**config.mk**
```make
export PLATFORM = sky130hd
export DESIGN_NAME = tai_interrupt_pin_config
export DESIGN_NICKNAME = d
export VERILOG_FILES = /design/src/design/tai_irq_pkg.sv /design/src/design/tai_interrupt_pin_config.sv /design/src/design/user_pin_edge_detect.sv /design/src/design/run_length_checker.sv
export VERILOG_INCLUDE_DIRS = /design/src /design/src/design
export SDC_FILE = /design/constraint.sdc
export NUM_CORES = 1
export LEC_CHECK = 0
export BUFFER_PORTS_ARGS = -buffer_cell sky130_fd_sc_hd__buf_2
export CAP_MARGIN = 20
export CORE_MARGIN = 2
export CORE_UTILIZATION = 52
export CTS_BUF_LIST = sky130_fd_sc_hd__clkbuf_16
export DETAILED_ROUTE_END_ITERATION = 16
export PLACE_DENSITY_LB_ADDON = 0.3
export SLEW_MARGIN = 30
export SYNTH_ARGS = -nofsm -noshare
export SYNTH_HDL_FRONTEND = slang
export SYNTH_HIERARCHICAL = 1
export SYNTH_SLANG_ARGS = --single-unit
```
**constraint.sdc**
```tcl
create_clock -name CORE_CLK -period 4.05 [get_ports CORE_CLK]
set_input_delay 0.2025 -clock CORE_CLK [delete_from_list [all_inputs] [get_ports CORE_CLK]]
set_output_delay 0.2025 -clock CORE_CLK [all_outputs]
set_load 0.03 [all_outputs]
```
**src/design/tai_irq_map.svh**
```systemverilog
/*
  register indices, bit positions, reset values and limits of the
  transceiver interrupt and pin configuration block.
  assumes byte addressing on the bus, one 32-bit word per index.
*/
`ifndef TAI_IRQ_MAP_SVH
`define TAI_IRQ_MAP_SVH

// register indices (byte address = 4 * index)
`define TAI_IDX_SUMMARY      6'h04
`define TAI_IDX_EDGE_CFG     6'h07
`define TAI_IDX_STATUS       6'h0B
`define TAI_IDX_UNMASK       6'h0C
`define TAI_IDX_PIN_FN       6'h0D
`define TAI_IDX_RX_CHECK     6'h1B
`define TAI_IDX_CLEAR        6'h20

// field positions
`define TAI_BIT_USER         3
`define TAI_BIT_RUNLEN       2
`define TAI_BIT_OVF          1
`define TAI_BIT_UNF          0
`define TAI_EDGE_LO          3
`define TAI_EDGE_HI          4
`define TAI_RLDIS_BIT        0

// reset values
`define TAI_STATUS_RST       4'h4
`define TAI_UNMASK_RST       4'h0
`define TAI_PIN_FN_RST       8'hFF
`define TAI_EDGE_RST         2'h0

// run-length limits, two's complement on 7 bits
`define TAI_RL_ONES_LIMIT    7'h19
`define TAI_RL_ZEROS_LIMIT   7'h65

`endif

```
**src/design/tai_irq_pkg.sv**
```systemverilog
/*
  types shared by the transceiver interrupt block and its helpers.
  assumes tai_irq_map.svh supplies the register map constants; the enum codes are set here.
*/
`default_nettype none

package tai_irq_pkg;

  // edge-select codes of the user pin detector
  typedef enum logic [1:0] {
    EDGE_OFF  = 2'h0,
    EDGE_RISE = 2'h1,
    EDGE_FALL = 2'h2,
    EDGE_BOTH = 2'h3
  } edge_sel_t;

  // bus answer state, gray along idle -> answer
  typedef enum logic [1:0] {
    BUS_IDLE   = 2'h0,
    BUS_ANSWER = 2'h1
  } bus_state_t;

  // one bit per status event, msb first
  typedef struct packed {
    logic user_pin;
    logic run_length;
    logic tx_overflow;
    logic tx_underflow;
  } event_vec_t;

  // avalon request as seen by the slave
  typedef struct packed {
    logic        read;
    logic        write;
    logic [7:0]  address;
    logic [31:0] writedata;
    logic [3:0]  byteenable;
  } av_req_t;

endpackage : tai_irq_pkg

`default_nettype wire

```
**src/design/tai_interrupt_pin_config.sv**
```systemverilog
/*
  transceiver interrupt status, unmask, summary and pin function enables
  behind an avalon-mm slave with waitrequest.
  assumes the fifo and receive strobes are on CORE_CLK; the user pin is
  asynchronous.
*/
// Local design decision: the Avalon-MM interface to the registers.
`include "tai_irq_map.svh"
`default_nettype none

module tai_interrupt_pin_config (
  // clock and reset
  input  wire logic        CORE_CLK,
  input  wire logic        RESETN,
  // avalon-mm slave
  input  wire logic [7:0]  AVS_ADDRESS,
  input  wire logic        AVS_READ,
  input  wire logic        AVS_WRITE,
  input  wire logic [31:0] AVS_WRITEDATA,
  input  wire logic [3:0]  AVS_BYTEENABLE,
  output logic [31:0]      AVS_READDATA,
  output logic             AVS_WAITREQUEST,
  // user pin
  input  wire logic        USER_ONE_PIN,
  // receive stream
  input  wire logic        RX_ACTIVE,
  input  wire logic        RX_BIT_VALID,
  input  wire logic        RX_BIT,
  // asynchronous transmit fifo
  input  wire logic        TX_FIFO_WRITE,
  input  wire logic        TX_FIFO_FULL,
  input  wire logic        TX_FIFO_READ,
  input  wire logic        TX_FIFO_EMPTY,
  // outputs
  output logic [7:0]       PIN_FUNCTION_EN,
  output logic             MORE_INTERRUPTS_SUMMARY
);

  ////////////////////////////////////////////////////////////////////////////
  // bus slave

  tai_irq_pkg::av_req_t    req;
  tai_irq_pkg::bus_state_t bus_state_r;
  logic [5:0]              idx;
  logic                    word_ok;
  logic                    wr_go;
  logic                    rd_take;
  logic                    lane0;
  logic [7:0]              wbyte;
  logic [7:0]              rd_byte;
  logic [31:0]             readdata_r;

  assign req.read       = AVS_READ;
  assign req.write      = AVS_WRITE;
  assign req.address    = AVS_ADDRESS;
  assign req.writedata  = AVS_WRITEDATA;
  assign req.byteenable = AVS_BYTEENABLE;

  assign idx     = req.address[7:2];
  assign word_ok = (req.address[1:0] == 2'h0);
  assign lane0   = req.byteenable[0];
  assign wbyte   = req.writedata[7:0];

  // one wait cycle, then the answer
  always_ff @(posedge CORE_CLK or negedge RESETN) begin
    if (!RESETN) begin
      bus_state_r <= tai_irq_pkg::BUS_IDLE;
    end else begin
      case (bus_state_r)
        tai_irq_pkg::BUS_IDLE: begin
          if (req.read || req.write) begin
            bus_state_r <= tai_irq_pkg::BUS_ANSWER;
          end
        end
        tai_irq_pkg::BUS_ANSWER: bus_state_r <= tai_irq_pkg::BUS_IDLE;
        default:                 bus_state_r <= tai_irq_pkg::BUS_IDLE;
      endcase
    end
  end

  assign AVS_WAITREQUEST = (req.read || req.write) && (bus_state_r != tai_irq_pkg::BUS_ANSWER);
  assign wr_go           = req.write && (bus_state_r == tai_irq_pkg::BUS_ANSWER) && word_ok &&
                           lane0;
  assign rd_take         = req.read && (bus_state_r == tai_irq_pkg::BUS_IDLE);

  ////////////////////////////////////////////////////////////////////////////
  // configuration registers

  logic [3:0]              unmask_r;
  logic [7:0]              pin_fn_r;
  tai_irq_pkg::edge_sel_t  edge_sel_r;
  logic                    rl_disable_r;

  always_ff @(posedge CORE_CLK or negedge RESETN) begin
    if (!RESETN) begin
      unmask_r <= `TAI_UNMASK_RST;
    end else if (wr_go && idx == `TAI_IDX_UNMASK) begin
      unmask_r <= wbyte[3:0];
    end
  end

  always_ff @(posedge CORE_CLK or negedge RESETN) begin
    if (!RESETN) begin
      pin_fn_r <= `TAI_PIN_FN_RST;
    end else if (wr_go && idx == `TAI_IDX_PIN_FN) begin
      pin_fn_r <= wbyte;
    end
  end

  always_ff @(posedge CORE_CLK or negedge RESETN) begin
    if (!RESETN) begin
      edge_sel_r <= tai_irq_pkg::EDGE_OFF;
    end else if (wr_go && idx == `TAI_IDX_EDGE_CFG) begin
      edge_sel_r <= tai_irq_pkg::edge_sel_t'(wbyte[`TAI_EDGE_HI:`TAI_EDGE_LO]);
    end
  end

  always_ff @(posedge CORE_CLK or negedge RESETN) begin
    if (!RESETN) begin
      rl_disable_r <= 1'b0;
    end else if (wr_go && idx == `TAI_IDX_RX_CHECK) begin
      rl_disable_r <= wbyte[`TAI_RLDIS_BIT];
    end
  end

  assign PIN_FUNCTION_EN = pin_fn_r;

  ////////////////////////////////////////////////////////////////////////////
  // event sources

  tai_irq_pkg::event_vec_t ev;
  logic                    user_pulse;
  logic                    rl_pulse;

  user_pin_edge_detect u_user_edge (
    .clk        (CORE_CLK),
    .rst_n      (RESETN),
    .pin_async  (USER_ONE_PIN),
    .edge_sel   (edge_sel_r),
    .edge_pulse (user_pulse)
  );

  run_length_checker u_run_length (
    .clk           (CORE_CLK),
    .rst_n         (RESETN),
    .rx_active     (RX_ACTIVE),
    .bit_valid     (RX_BIT_VALID),
    .bit_value     (RX_BIT),
    .check_disable (rl_disable_r),
    .error_pulse   (rl_pulse)
  );

  assign ev.user_pin     = user_pulse;
  assign ev.run_length   = rl_pulse;
  assign ev.tx_overflow  = TX_FIFO_WRITE & TX_FIFO_FULL;
  assign ev.tx_underflow = TX_FIFO_READ & TX_FIFO_EMPTY;

  ////////////////////////////////////////////////////////////////////////////
  // status flags and summary

  logic [3:0] status_r;
  logic [3:0] status_nxt;
  logic [3:0] clr;
  logic       summary_r;

  // the documented register and the clear alias both clear by ones
  always_comb begin
    clr = 4'h0;
    if (wr_go && (idx == `TAI_IDX_STATUS || idx == `TAI_IDX_CLEAR)) begin
      clr = wbyte[3:0];
    end
  end

  // a new event wins over a clear in the same cycle
  assign status_nxt = (status_r & ~clr) | ev;

  always_ff @(posedge CORE_CLK or negedge RESETN) begin
    if (!RESETN) begin
      status_r <= `TAI_STATUS_RST;
    end else begin
      status_r <= status_nxt;
    end
  end

  always_ff @(posedge CORE_CLK or negedge RESETN) begin
    if (!RESETN) begin
      summary_r <= 1'b0;
    end else begin
      summary_r <= |(status_r & unmask_r);
    end
  end

  assign MORE_INTERRUPTS_SUMMARY = summary_r;

  ////////////////////////////////////////////////////////////////////////////
  // read path

  always_comb begin
    rd_byte = 8'h00;
    if (word_ok) begin
      case (idx)
        `TAI_IDX_STATUS:   rd_byte = {4'h0, status_r};
        `TAI_IDX_UNMASK:   rd_byte = {4'h0, unmask_r};
        `TAI_IDX_PIN_FN:   rd_byte = pin_fn_r;
        `TAI_IDX_EDGE_CFG: rd_byte = {3'h0, edge_sel_r, 3'h0};
        `TAI_IDX_RX_CHECK: rd_byte = {7'h00, rl_disable_r};
        `TAI_IDX_SUMMARY:  rd_byte = {7'h00, summary_r};
        default:           rd_byte = 8'h00;
      endcase
    end
  end

  always_ff @(posedge CORE_CLK or negedge RESETN) begin
    if (!RESETN) begin
      readdata_r <= 32'h0000_0000;
    end else if (rd_take) begin
      readdata_r <= {24'h00_0000, rd_byte};
    end
  end

  assign AVS_READDATA = readdata_r;
endmodule // tai_interrupt_pin_config

`default_nettype wire

```
**src/design/user_pin_edge_detect.sv**
```systemverilog
/*
  synchronises the user pin and flags the selected transitions.
  assumes the pin is asynchronous to the clock.
*/
`include "tai_irq_map.svh"
`default_nettype none

module user_pin_edge_detect (
  // clock and reset
  input  wire logic                  clk,
  input  wire logic                  rst_n,
  // pin and selection
  input  wire logic                  pin_async,
  input  wire tai_irq_pkg::edge_sel_t edge_sel,
  // detected change
  output logic                       edge_pulse
);

  logic sync_a_r;
  logic sync_b_r;
  logic prev_r;
  logic pulse_r;
  logic rise;
  logic fall;

  always_ff @(posedge clk or negedge rst_n) begin
    if (!rst_n) begin
      sync_a_r <= 1'b0;
      sync_b_r <= 1'b0;
      prev_r   <= 1'b0;
    end else begin
      sync_a_r <= pin_async;
      sync_b_r <= sync_a_r;
      prev_r   <= sync_b_r;
    end
  end

  assign rise = sync_b_r & ~prev_r;
  assign fall = ~sync_b_r & prev_r;

  always_ff @(posedge clk or negedge rst_n) begin
    if (!rst_n) begin
      pulse_r <= 1'b0;
    end else begin
      case (edge_sel)
        tai_irq_pkg::EDGE_RISE: pulse_r <= rise;
        tai_irq_pkg::EDGE_FALL: pulse_r <= fall;
        tai_irq_pkg::EDGE_BOTH: pulse_r <= rise | fall;
        default:                pulse_r <= 1'b0;
      endcase
    end
  end

  assign edge_pulse = pulse_r;

endmodule // user_pin_edge_detect

`default_nettype wire

```
**src/design/run_length_checker.sv**
```systemverilog
/*
  tracks ones minus zeros over a received message and flags imbalance.
  assumes bit_valid marks one received bit per cycle, same clock.
*/
`include "tai_irq_map.svh"
`default_nettype none

module run_length_checker (
  // clock and reset
  input  wire logic clk,
  input  wire logic rst_n,
  // receive stream
  input  wire logic rx_active,
  input  wire logic bit_valid,
  input  wire logic bit_value,
  input  wire logic check_disable,
  // imbalance detected
  output logic      error_pulse
);

  logic [6:0] balance_r;
  logic [6:0] balance_nxt;
  logic       at_limit;
  logic       err_r;
  logic       hit;

  assign balance_nxt = bit_value ? 7'(balance_r + 7'h01) : 7'(balance_r - 7'h01);
  assign at_limit    = (balance_r == `TAI_RL_ONES_LIMIT) || (balance_r == `TAI_RL_ZEROS_LIMIT);
  assign hit         = (balance_nxt == `TAI_RL_ONES_LIMIT) ||
                       (balance_nxt == `TAI_RL_ZEROS_LIMIT);

  always_ff @(posedge clk or negedge rst_n) begin
    if (!rst_n) begin
      balance_r <= 7'h00;
    end else if (!rx_active || check_disable) begin
      balance_r <= 7'h00;
    end else if (bit_valid && !at_limit) begin
      balance_r <= balance_nxt;
    end
  end

  always_ff @(posedge clk or negedge rst_n) begin
    if (!rst_n) begin
      err_r <= 1'b0;
    end else begin
      err_r <= rx_active & ~check_disable & bit_valid & ~at_limit & hit;
    end
  end

  assign error_pulse = err_r;

endmodule // run_length_checker

`default_nettype wire

```
Word level (Yosys, flattened, before mapping):

Index checks and enable logic that the tools add are counted.

* latch bits: 0
* memory bits (writable): 0
* bits in registers: 42
* input port bits: 56
* memories: 0
* bits in read-only memories: 0

* shift operators: 0
* divide/modulo/power cells: 0
* equal/unequal tests: 17
* $mul: 0
* order comparisons: 0
* add/subtract/negate cells: 2
* reduce and logical (&&, ||, !) cells: 22
* multiplexer cells: 9
* bitwise gates (word level): 17

Operator list (number)
* $pmux W8 S6: 1
* $mux W7: 3
* $eq A6 B4 Y1 const B: 3
* $eq A7 B5 Y1 const B: 2
* $eq A7 B7 Y1 const B: 2
* $eq A6 B3 Y1 const B: 2
* $logic_and A1 B1 Y1: 11
* $and A1 B1 Y1: 8
* $and A4 B4 Y4: 2
* $mux W8: 1
* $add A7 B1 Y7 const B: 1
* $sub A7 B1 Y7 const B: 1
* $eq A6 B5 Y1 const B: 1
* $eq A6 B6 Y1 const B: 1
* $logic_or A1 B1 Y1: 5
* $eq A2 B1 Y1 const B: 2
* $eq A2 B2 Y1 const B: 2
* $logic_not A2 Y1: 2
* $mux W2: 2
* $mux W4: 1
* $not A1 Y1: 4
* $not A4 Y4: 1
* $or A4 B4 Y4: 1
* $reduce_or A4 Y1: 1
* other kinds (6): 7

Longest topological paths before layout:

Gate-level depths: netlist (run 1).

* depth after elaboration: 9
* mapped depth: 8
* depth with buffers taken out: 8

By module:

The synthesis (run 1) kept the hierarchy.

By module, submodules not included
* tai_interrupt_pin_config: area an instance 1596.5 um^2, instances 1, sequential area each 737.0 um^2, cells each 143
* run_length_checker: area an instance 676.9 um^2, instances 1, sequential area each 200.2 um^2, cells each 76
* user_pin_edge_detect: area an instance 158.9 um^2, instances 1, sequential area each 100.1 um^2, cells each 13

Least setup slack after synthesis (run 1):

OpenSTA, ideal clock, no wires.

* path kind: reg-to-reg
* from: register u_run_length.balance_r[0]
* to: register u_run_length.err_r (netlist: u_run_length/error_pulse)
* slack: 1920 ps
* library setup time: 66 ps
* arrival time: 2064 ps
* path buffers: 0
* stages on the path, launching flop included: 9
* path through: dfrtp_1 > inv_1 > fa_1 > nand2b_1 > a21oi_1 > xor2_1 > or4b_1 > mux2i_1 > and3_1

* longest elaborated chain between the ends: 5

Ends and longest elaborated chain
* from (decl): line run_length_checker.sv:21 `logic [6:0] balance_r;`
* from (signal assigned): line run_length_checker.sv:38 `balance_r <= balance_nxt;`
* $sub A7 B1 Y7, or another cell as far along: line run_length_checker.sv:27 `assign balance_nxt = bit_value ? 7'(balance_r + 7'h01) : 7'(balance_r - 7'h01);`
* $mux W7 or $logic_or A1 B1 Y1 (tied branches): line run_length_checker.sv:27, run_length_checker.sv:28
* $eq A7 B5 Y1 (no source line), or another cell as far along
* $logic_or A1 B1 Y1 or $and A1 B1 Y1 (tied branches): line run_length_checker.sv:29, run_length_checker.sv:46
* $and A1 B1 Y1 (*): line run_length_checker.sv:46 `err_r <= rx_active & ~check_disable & bit_valid & ~at_limit & hit;`
* to (signal assigned): line run_length_checker.sv:46
* to (decl): line run_length_checker.sv:24 `logic err_r;`

Mark *: on every way between the ends. The rest lies on a longest branch, timed or not.
A chain may end at the register's enable or synchronous reset.

Worst setup path after layout (run 1):

Same ends and word-level chain as after synthesis.

==> flow_summary.yaml, run 1 <==
route:
  routed_wl_um: 4580
  routed_via_density: 5.33
  wire_per_inst_um: 13.7
  ant_nets: 0
  drt_first_pass_iters: 5
  drc: 0
  first_iter_violations: 139
  num_vias: 1786
timing:
  tightestPinTransition_ps: 559
  rsz0062_at_grt: "no"
  fin_ws_ps: 1730
  tns_ps: 0
  maxSlewViolCount: 0
  post-route-period-util_pct: 57.3
  finClkSkew_ps: 6.12
  whs_ps: 23.5
  period_needed_ps: 2320
  setup_viol: 0
  max_freq_mhz: 431
  slew_headroom_pct: 62.3
  hold_viol: 0
pwr:
  p_total_mw: 1.04
  power_frac_seq_pct: 44.0
  netSwitchingFraction_pct: 29.0
  peakVddDrop_uv: 172
  clock_power_share_pct: 36.6
  p_per_area_nw_per_um2: 376
  p_comb_share_pct: 19.5
  p_leak_nw: 1.37
  p_sw_uw: 301
  internal_power_uw: 739
floorplanning:
  coreArea_um2: 4440
  row_count: 24
  start_util_pct: 54.7
  ioPinCount: 98
  die-area_um2: 5240
  die_h_um: 72.4
  die-width_um: 72.4
worst_setup_path:
  crit_arrival_ps: 2540
  crit_type: "reg -> reg"
  required_ps: 4270
  start_kind: "flip-flop"
  rr_worst_depth: 8
  cp-end-kind: "flip-flop"
  path_max_fanout: 5
cells_and_area:
  final_cell_mix: "buf_2 (45), dfrtp_1 (32), nand2_1 (26), conb_1 (24)"
  final_cells: 335
  nNetsFinal: 347
  n_antenna_cell: 0
  layout_commonest_cell: "buf_2"
  drive_gt1_share_pct: 31.8
  areaGrowthSynthToFinish_pct: 13.8
place:
  dp.cells: 326
  numPortBuffers: 46
  hpwl_um: 3560
  place_ws_ps: 1740
  routabilityCongestion: 0.804
grt:
  grt_max_degree: 42
  grt_use_total_pct: 18.6
  grt_first_pass_wirelength_um: 7410
  grt_pass1_vias: 1599
  antenna_found_initial: 0
  grt_overflow: 0
synthesis:
  synthTopCellsByArea: "dfrtp_1 (33%), dfstp_2 (9.7%), buf_4 (7.4%), mux2_2 (6.9%), ha_1 (4.1%)"
  synth_top_area_share_pct: 32.9
  postSynthCellCount: 232
  synth_seq_cells: 41
  synth_edf_count: 0
  async_flop_share_pct: 100
  yosys.area.top_type: "dfrtp_1"
  yosysUniqueCellTypes: 54
  syn_area_per_cell_um2: 10.5
  yosysWarnings: 6
  synth_seq_area_share_pct: 42.6
  synthesis.area_um2: 2430
  ys.flop_type: "dfrtp_1"
clock_network:
  cts_sinks: 41
  clk-insertion-delay-late_ps: 280
  htreeDepth: 2
  cts_root_buffer: "clkbuf_16"
  cts_hold_buf: 0
  cts_tree: "built"
  clkTransAtPathRegs_ps: 60
  numCtsBuffers: 5
  post_cts_resized: 0
  cts_setup_buffers: 0
  clockBufferDepth: 2
worst_hold_path:
  hp-class: "in -> reg"
  whs_path_depth: 1
run:
  maxCapViolations: 0
outcome:
  status: "finished clean"
-- power by group through the flow --
stage	registers [mW]	clock network, mW	logic [mW]
3_5_place_dp	0.464	0	0.203
6_report	0.457	0.381	0.202
5_1_grt	0.460	0.399	0.229
2_1_floorplan	0.460	0	0.168
4_1_cts	0.457	0.387	0.203
3_3_place_gp	0.463	0	0.198
-- cell families after synthesis --
logic type / Yosys count / synth area share, %
AOI/OAI and AO/OA: 44 / 13.0
xor gates and xnor gates: 4 / 1.44
adders and majority gates: 9 / 4.94
buffers and inverters: 37 / 9.77
DFF: 41 / 42.6
muxes: 17 / 7.82
other: 1 / 0.154
and+or+nand+nor: 79 / 20.3
-- per-layer routing --
metal | vias up | track usage, % | routed length (um)
li1 | 879 | - | -
met1 | 838 | 24.5 | 2070
met2 | 62 | 30.0 | 2180
met3 | 7 | 3.06 | 241
met4 | 0 | 9.26 | 93
met5 | - | 0 | 0
-- stage by stage --
step / cell area, um^2 / util [%]
final: 2770 / 62.3
after global routing: 2770 / 62.3
after CTS: 2760 / 62.0
after detailed placement: 2610 / 58.8
after global placement: 2610 / 58.8
after floorplan: 2520 / -
-- worst max-delay path: stages, from the launching register on --
cell and delay, ps:
dfrtp_1 440, inv_1 110, fa_1 420, nand2b_1 170
a21oi_1 160, xor2_1 220, or4b_1 440, mux2i_1 110
and3_1 170
-- cell type report --
| type | count | area, um^2 |
|---|---|---|
| fillers | 385 | 1680 |
| multi-input cells | 177 | 1240 |
| flip-flops and latches | 41 | 1040 |
| clock inverters | 3 | 17.5 |
| inverters | 10 | 37.5 |
| repair buffers | 47 | 243 |
| clock buffers | 5 | 125 |
| well taps | 52 | 65.1 |
-- flip-flops by register name, summed over array words and instances, names as in the netlist, 2 cells and up --
register / count
AVS_READDATA: 8
PIN_FUNCTION_EN: 8
edge_sel_r: 2
status_r: 4
u_run_length/balance_r: 7
unmask_r: 4
-- Yosys cell counts (2+ instances only) --
cell type / instances
a21o_1: 2
a21oi_1: 6
a222oi_1: 3
a22o_1: 8
a22oi_1: 7
and3_1: 2
buf_4: 24
dfrtp_1: 32
dfstp_2: 9
ha_1: 8
inv_1: 10
mux2_2: 15
nand2_1: 26
nand2b_1: 3
nand3_1: 3
nand4b_1: 2
nor2_1: 15
nor2b_1: 4
nor3_1: 2
nor4b_1: 3
o21ai_0: 10
o21ai_1: 2
or4b_1: 3
xnor2_1: 3
-- path summary, 6_finish.rpt --
kind,startpoint,to,slack (ps)
worst max-delay path,u_run_length/balance_r[0]$_DFFE_PN0P_,u_run_length/error_pulse$_DFF_PN0_,1730
worst min-delay path,USER_ONE_PIN,u_user_edge/sync_a_r$_DFF_PN0_,20
worst max register to register,u_run_length/balance_r[0]$_DFFE_PN0P_,u_run_length/error_pulse$_DFF_PN0_,1730
worst min register to register,u_user_edge/sync_a_r$_DFF_PN0_,u_user_edge/sync_b_r$_DFF_PN0_,350
max in group asynchronous,RESETN,PIN_FUNCTION_EN[5]$_DFFE_PN1P_,3250
min in group asynchronous,RESETN,AVS_READDATA[4]$_DFFE_PN0P_,430
Power figures use the tool's default switching activity.
==> inputs of run 2 (changes only) <==
Settings changed: CORE_UTILIZATION 52 to 44.
Clock period 4.05 ns to 1.95 ns, I/O delays scaled along.
==> run 2 against run 1 <==
Net effect:
- the run now ends with setup timing left
- die area grew 17%
- register-to-register slack lost 1900 ps
- final cell count grew 15%
- utilization shrank 4.9 points
- sequential power grew 110%
- non-clock buffer count grew 29
- clock-buffer cell count is the same
- global-route usage shrank 1.2 points
- clock skew grew 1.5 ps
- combinational power grew to 3.0 times the previous value
- sequential cell count is the same
==> flow_summary.yaml, run 2 (synthesis results as in run 1) <==
cells_and_area:
  fin_area_um2: 3100
  n_antenna_cell: 0
  layout_commonest_cell: "buf_2"
  drive_gt1_share_pct: 40.7
  final_cell_mix: "buf_2 (46), dfrtp_1 (32), buf_4 (28), nand2_1 (25), conb_1 (24)"
  nNetsFinal: 376
  utilization_pct: 57.4
  areaGrowthSynthToFinish_pct: 27.6
timing:
  tns_ps: -174
  period_needed_ps: 2120
  slew_headroom_pct: 57.3
  maxSlewViolCount: 0
  fin_ws_ps: -174
  finClkSkew_ps: 7.65
  whs_ps: 31.0
  setup_viol: 1
  post-route-period-util_pct: 109
  hold_viol: 0
  tightestPinTransition_ps: 633
  max_freq_mhz: 471
  rsz0062_at_grt: "yes"
run:
  maxCapViolations: 0
route:
  routed_wl_um: 5190
  wire_per_inst_um: 13.5
  num_vias: 1936
  first_iter_violations: 163
  ant_nets: 0
  drt_first_pass_iters: 5
  routed_via_density: 5.04
  drc: 0
clock_network:
  numCtsBuffers: 5
  cts_root_buffer: "clkbuf_16"
  clockBufferDepth: 2
  clkTransAtPathRegs_ps: 60
  cts_tree: "built"
  cts_sinks: 41
  clk-insertion-delay-late_ps: 280
  htreeDepth: 2
grt:
  grt_pass1_vias: 1769
  grt_use_total_pct: 17.5
  antenna_found_initial: 0
  grt_max_degree: 42
  grt_overflow: 0
  grt_first_pass_wirelength_um: 8290
place:
  dpl_cell_area_um2: 2860
  numPortBuffers: 46
  routabilityCongestion: 0.807
  hpwl_um: 3860
worst_setup_path:
  crit_family: "simple AND/OR/NAND/NOR gates"
  cp-end-kind: "flip-flop"
  crit_buf_inv: 1
  path_max_fanout: 2
  cpMaxStageDelayCell: "or4b_1"
  start_kind: "flip-flop"
  required_ps: 2170
  crit_chain: "inv_2 -> fa_2 -> nand2b_4 -> a21oi_2 -> xor2_1 -> or4b_1 -> mux2i_1 -> and3_1"
  crit_arrival_ps: 2340
  crit_type: "reg -> reg"
  slowest_delay_ps: 460
floorplanning:
  ioPinCount: 98
  die-area_um2: 6140
  die-width_um: 78.4
  row_count: 27
  die_h_um: 78.4
  coreArea_um2: 5410
  start_util_pct: 45.0
worst_hold_path:
  hp-class: "in -> reg"
outcome:
  violations: "setup timing"
  status: "complete, but fails checks"
pwr:
  p_total_mw: 2.61
  peakVddDrop_uv: 409
  p_per_area_nw_per_um2: 840
  p_leak_nw: 1.55
==> run 2: worst paths after layout <==
check / startpoint / to / slack (ps) / cells past startpoint
worst max register to register: u_run_length/balance_r[0]$_DFFE_PN0P_ / u_run_length/error_pulse$_DFF_PN0_ / -170 / 8
worst min-delay path: TX_FIFO_FULL / status_r[1]$_DFF_PN0_ / 30 / 2
max in group asynchronous: RESETN / PIN_FUNCTION_EN[4]$_DFFE_PN1P_ / 1160 / 3
min in group asynchronous: RESETN / bus_state_r[0]$_DFFE_PN0P_ / 410 / 3
worst max-delay path: u_run_length/balance_r[0]$_DFFE_PN0P_ / u_run_length/error_pulse$_DFF_PN0_ / -170 / 8
worst min register to register: u_user_edge/sync_a_r$_DFF_PN0_ / u_user_edge/sync_b_r$_DFF_PN0_ / 350 / 0
==> run 2: stage by stage <==
stage,std cells,setup slack [ps]
finish,384,-174
global route,384,-264
CTS,384,-196
detailed placement,373,-155
global placement,373,-104
floorplan,255,-65.8
==> run 2: area by class of cell <==
type	instances	area (um^2)
Clock buffer	5	125
Clock inverter	3	65.1
Fill cell	483	2300
Inverter	10	37.5
Multi-Input combinational cell	177	1290
Sequential cell	41	1040
Tap cell	72	90.1
Timing Repair Buffer	76	460
==> run 2: report_power, final <==
group / switching (mW) / internal (mW)
Clock: 0.330 / 0.731
Sequential: 0.0377 / 0.905
Combinational: 0.319 / 0.285
Total: 0.686 / 1.92
==> run 2: per-layer routing <==
layer	global-route usage (%)	part of all wire, %
met5	0	0
met4	7.72	1.9
met3	3.91	4.9
met2	28.3	49
met1	22.4	44
==> run 2: repair_timing <==
action / in CTS / in global routing
endpoints found under the hold margin: 33 / 0
resized for setup: 2 / 3
hold buffers: 2 / 0
endpoints found under the setup margin: 7 / 7
setup buffers: 1 / 1
cloned: 0 / 0
pin swaps: 3 / 8
==> inputs of run 3 (changes only) <==
Settings changed: CAP_MARGIN 20 to unset, CORE_MARGIN 2 to 3, PLACE_DENSITY_LB_ADDON 0.3 to 0.25.
==> run 3 against run 2 <==
Net effect:
- the run still ends with setup timing left
- hold slack gained 11 ps
- combinational power shrank 0.7%
- final cell count shrank 0.52%
- worst setup slack gained 18 ps
- critical path type unchanged
- highest routed layer is now met5
==> flow_summary.yaml, run 3 (synthesis results as in run 1) <==
outcome:
  status: "complete, but fails checks"
  violations: "setup timing"
clock_network:
  clockBufferDepth: 2
  cts_tree: "built"
  clk-insertion-delay-late_ps: 280
  htreeDepth: 2
  cts_root_buffer: "clkbuf_16"
  clkTransAtPathRegs_ps: 60
  cts_sinks: 41
  numCtsBuffers: 5
cells_and_area:
  n_antenna_cell: 0
  nNetsFinal: 376
  layout_commonest_cell: "buf_2"
  drive_gt1_share_pct: 40.4
  final_cells: 382
  areaGrowthSynthToFinish_pct: 26.3
  final_cell_mix: "buf_2 (46), dfrtp_1 (32), buf_4 (28), nand2_1 (25), conb_1 (24)"
  fin_area_um2: 3070
floorplanning:
  coreArea_um2: 5240
  row_count: 26
  die-area_um2: 6460
  die_h_um: 80.4
  die-width_um: 80.4
  start_util_pct: 46.4
  ioPinCount: 98
timing:
  rsz0062_at_grt: "yes"
  max_freq_mhz: 475
  fin_ws_ps: -156
  tns_ps: -156
  post-route-period-util_pct: 108
  finClkSkew_ps: 6.81
  setup_viol: 1
  tightestPinTransition_ps: 691
  maxSlewViolCount: 0
  period_needed_ps: 2110
  whs_ps: 41.7
  slew_headroom_pct: 53.4
  hold_viol: 0
grt:
  grt_max_degree: 42
  grt_first_pass_wirelength_um: 8920
  met1_usage_pct: 22.2
  grt_use_total_pct: 17.9
  grt_pass1_vias: 1884
  antenna_found_initial: 1
  busiest_layer: "met2"
  grtUsageMet2_pct: 30.9
  grt_use_met3_pct: 4.15
  grt_overflow: 0
place:
  routabilityCongestion: 0.827
  numPortBuffers: 46
  dp.cells: 370
  hpwl_um: 4060
  dpl_cell_area_um2: 2850
route:
  wire_per_inst_um: 14.3
  drt_first_pass_iters: 5
  first_iter_violations: 173
  routed_via_density: 5.15
  ant_nets: 0
  routed_wl_um: 5440
  num_vias: 1966
  drc: 0
pwr:
  peakVddDrop_uv: 487
  p_leak_nw: 1.54
  p_per_area_nw_per_um2: 800
worst_setup_path:
  cp-end-kind: "flip-flop"
  crit_arrival_ps: 2320
  path_max_fanout: 2
  crit_type: "reg -> reg"
  required_ps: 2160
  start_kind: "flip-flop"
worst_hold_path:
  hp-class: "in -> reg"
run:
  maxCapViolations: 0
[run 3: power breakdown]
group          leakage, nW  switching, mW  internal [mW]
clock               0.0826          0.322          0.595
combinational        0.938          0.319          0.281
sequential           0.515         0.0358          0.905
total                 1.54          0.677           1.78
[run 3: timing repair]
action / in CTS / in global routing
pin swaps: 4 / 6
setup endpoints to repair: 7 / 7
hold endpoints to repair: 33 / 0
setup buffers: 1 / 2
gates resized for setup: 3 / 3
hold buffers: 2 / 0
[run 3: layout make-up]
type | count | area [um^2]
clock buffers | 5 | 125
clock inverters | 3 | 37.5
fillers | 459 | 2160
inverters | 10 | 37.5
multi-input cells | 177 | 1290
flip-flops and latches | 41 | 1040
well taps | 70 | 87.6
repair buffers | 76 | 460
[run 3: worst paths after layout]
kind	start	end	slack, ps	cells after the start
hold reg to reg	u_user_edge/sync_a_r$_DFF_PN0_	u_user_edge/sync_b_r$_DFF_PN0_	350	0
setup reg to reg	u_run_length/balance_r[0]$_DFFE_PN0P_	u_run_length/error_pulse$_DFF_PN0_	-160	8
max in group asynchronous	RESETN	status_r[2]$_DFF_PN1_	1160	3
setup / recovery	u_run_length/balance_r[0]$_DFFE_PN0P_	u_run_length/error_pulse$_DFF_PN0_	-160	8
hold / removal	TX_FIFO_FULL	status_r[1]$_DFF_PN0_	40	2
min in group asynchronous	RESETN	AVS_READDATA[7]$_DFFE_PN0P_	420	3
[run 3: metal layers]
layer  vias to the layer above  share of wire (%)
met1                       947                 41
met5                         -               0.24
met2                        67                 51
li1                        944                  -
met4                         2               0.84
met3                         6                6.1
[run 3: worst max-delay path, stage by stage, from the launching register on]
cell	delay [ps]
dfrtp_1	370
inv_2	70
fa_2	380
nand2b_4	160
a21oi_2	130
xor2_1	190
or4b_1	440
mux2i_1	120
and3_1	170
[run 3: per-stage QoR]
| step | setup slack [ps] | power, mW | util, % |
|---|---|---|---|
| 2_1_floorplan | -65.8 | 1.31 | - |
| 3_3_place_gp | -124 | 1.51 | 54.3 |
| 3_5_place_dp | -147 | 1.52 | 54.3 |
| 4_1_cts | -164 | 2.46 | 58.3 |
| 5_1_grt | -225 | 2.58 | 58.7 |
| 6_report | -156 | 2.46 | 58.7 |
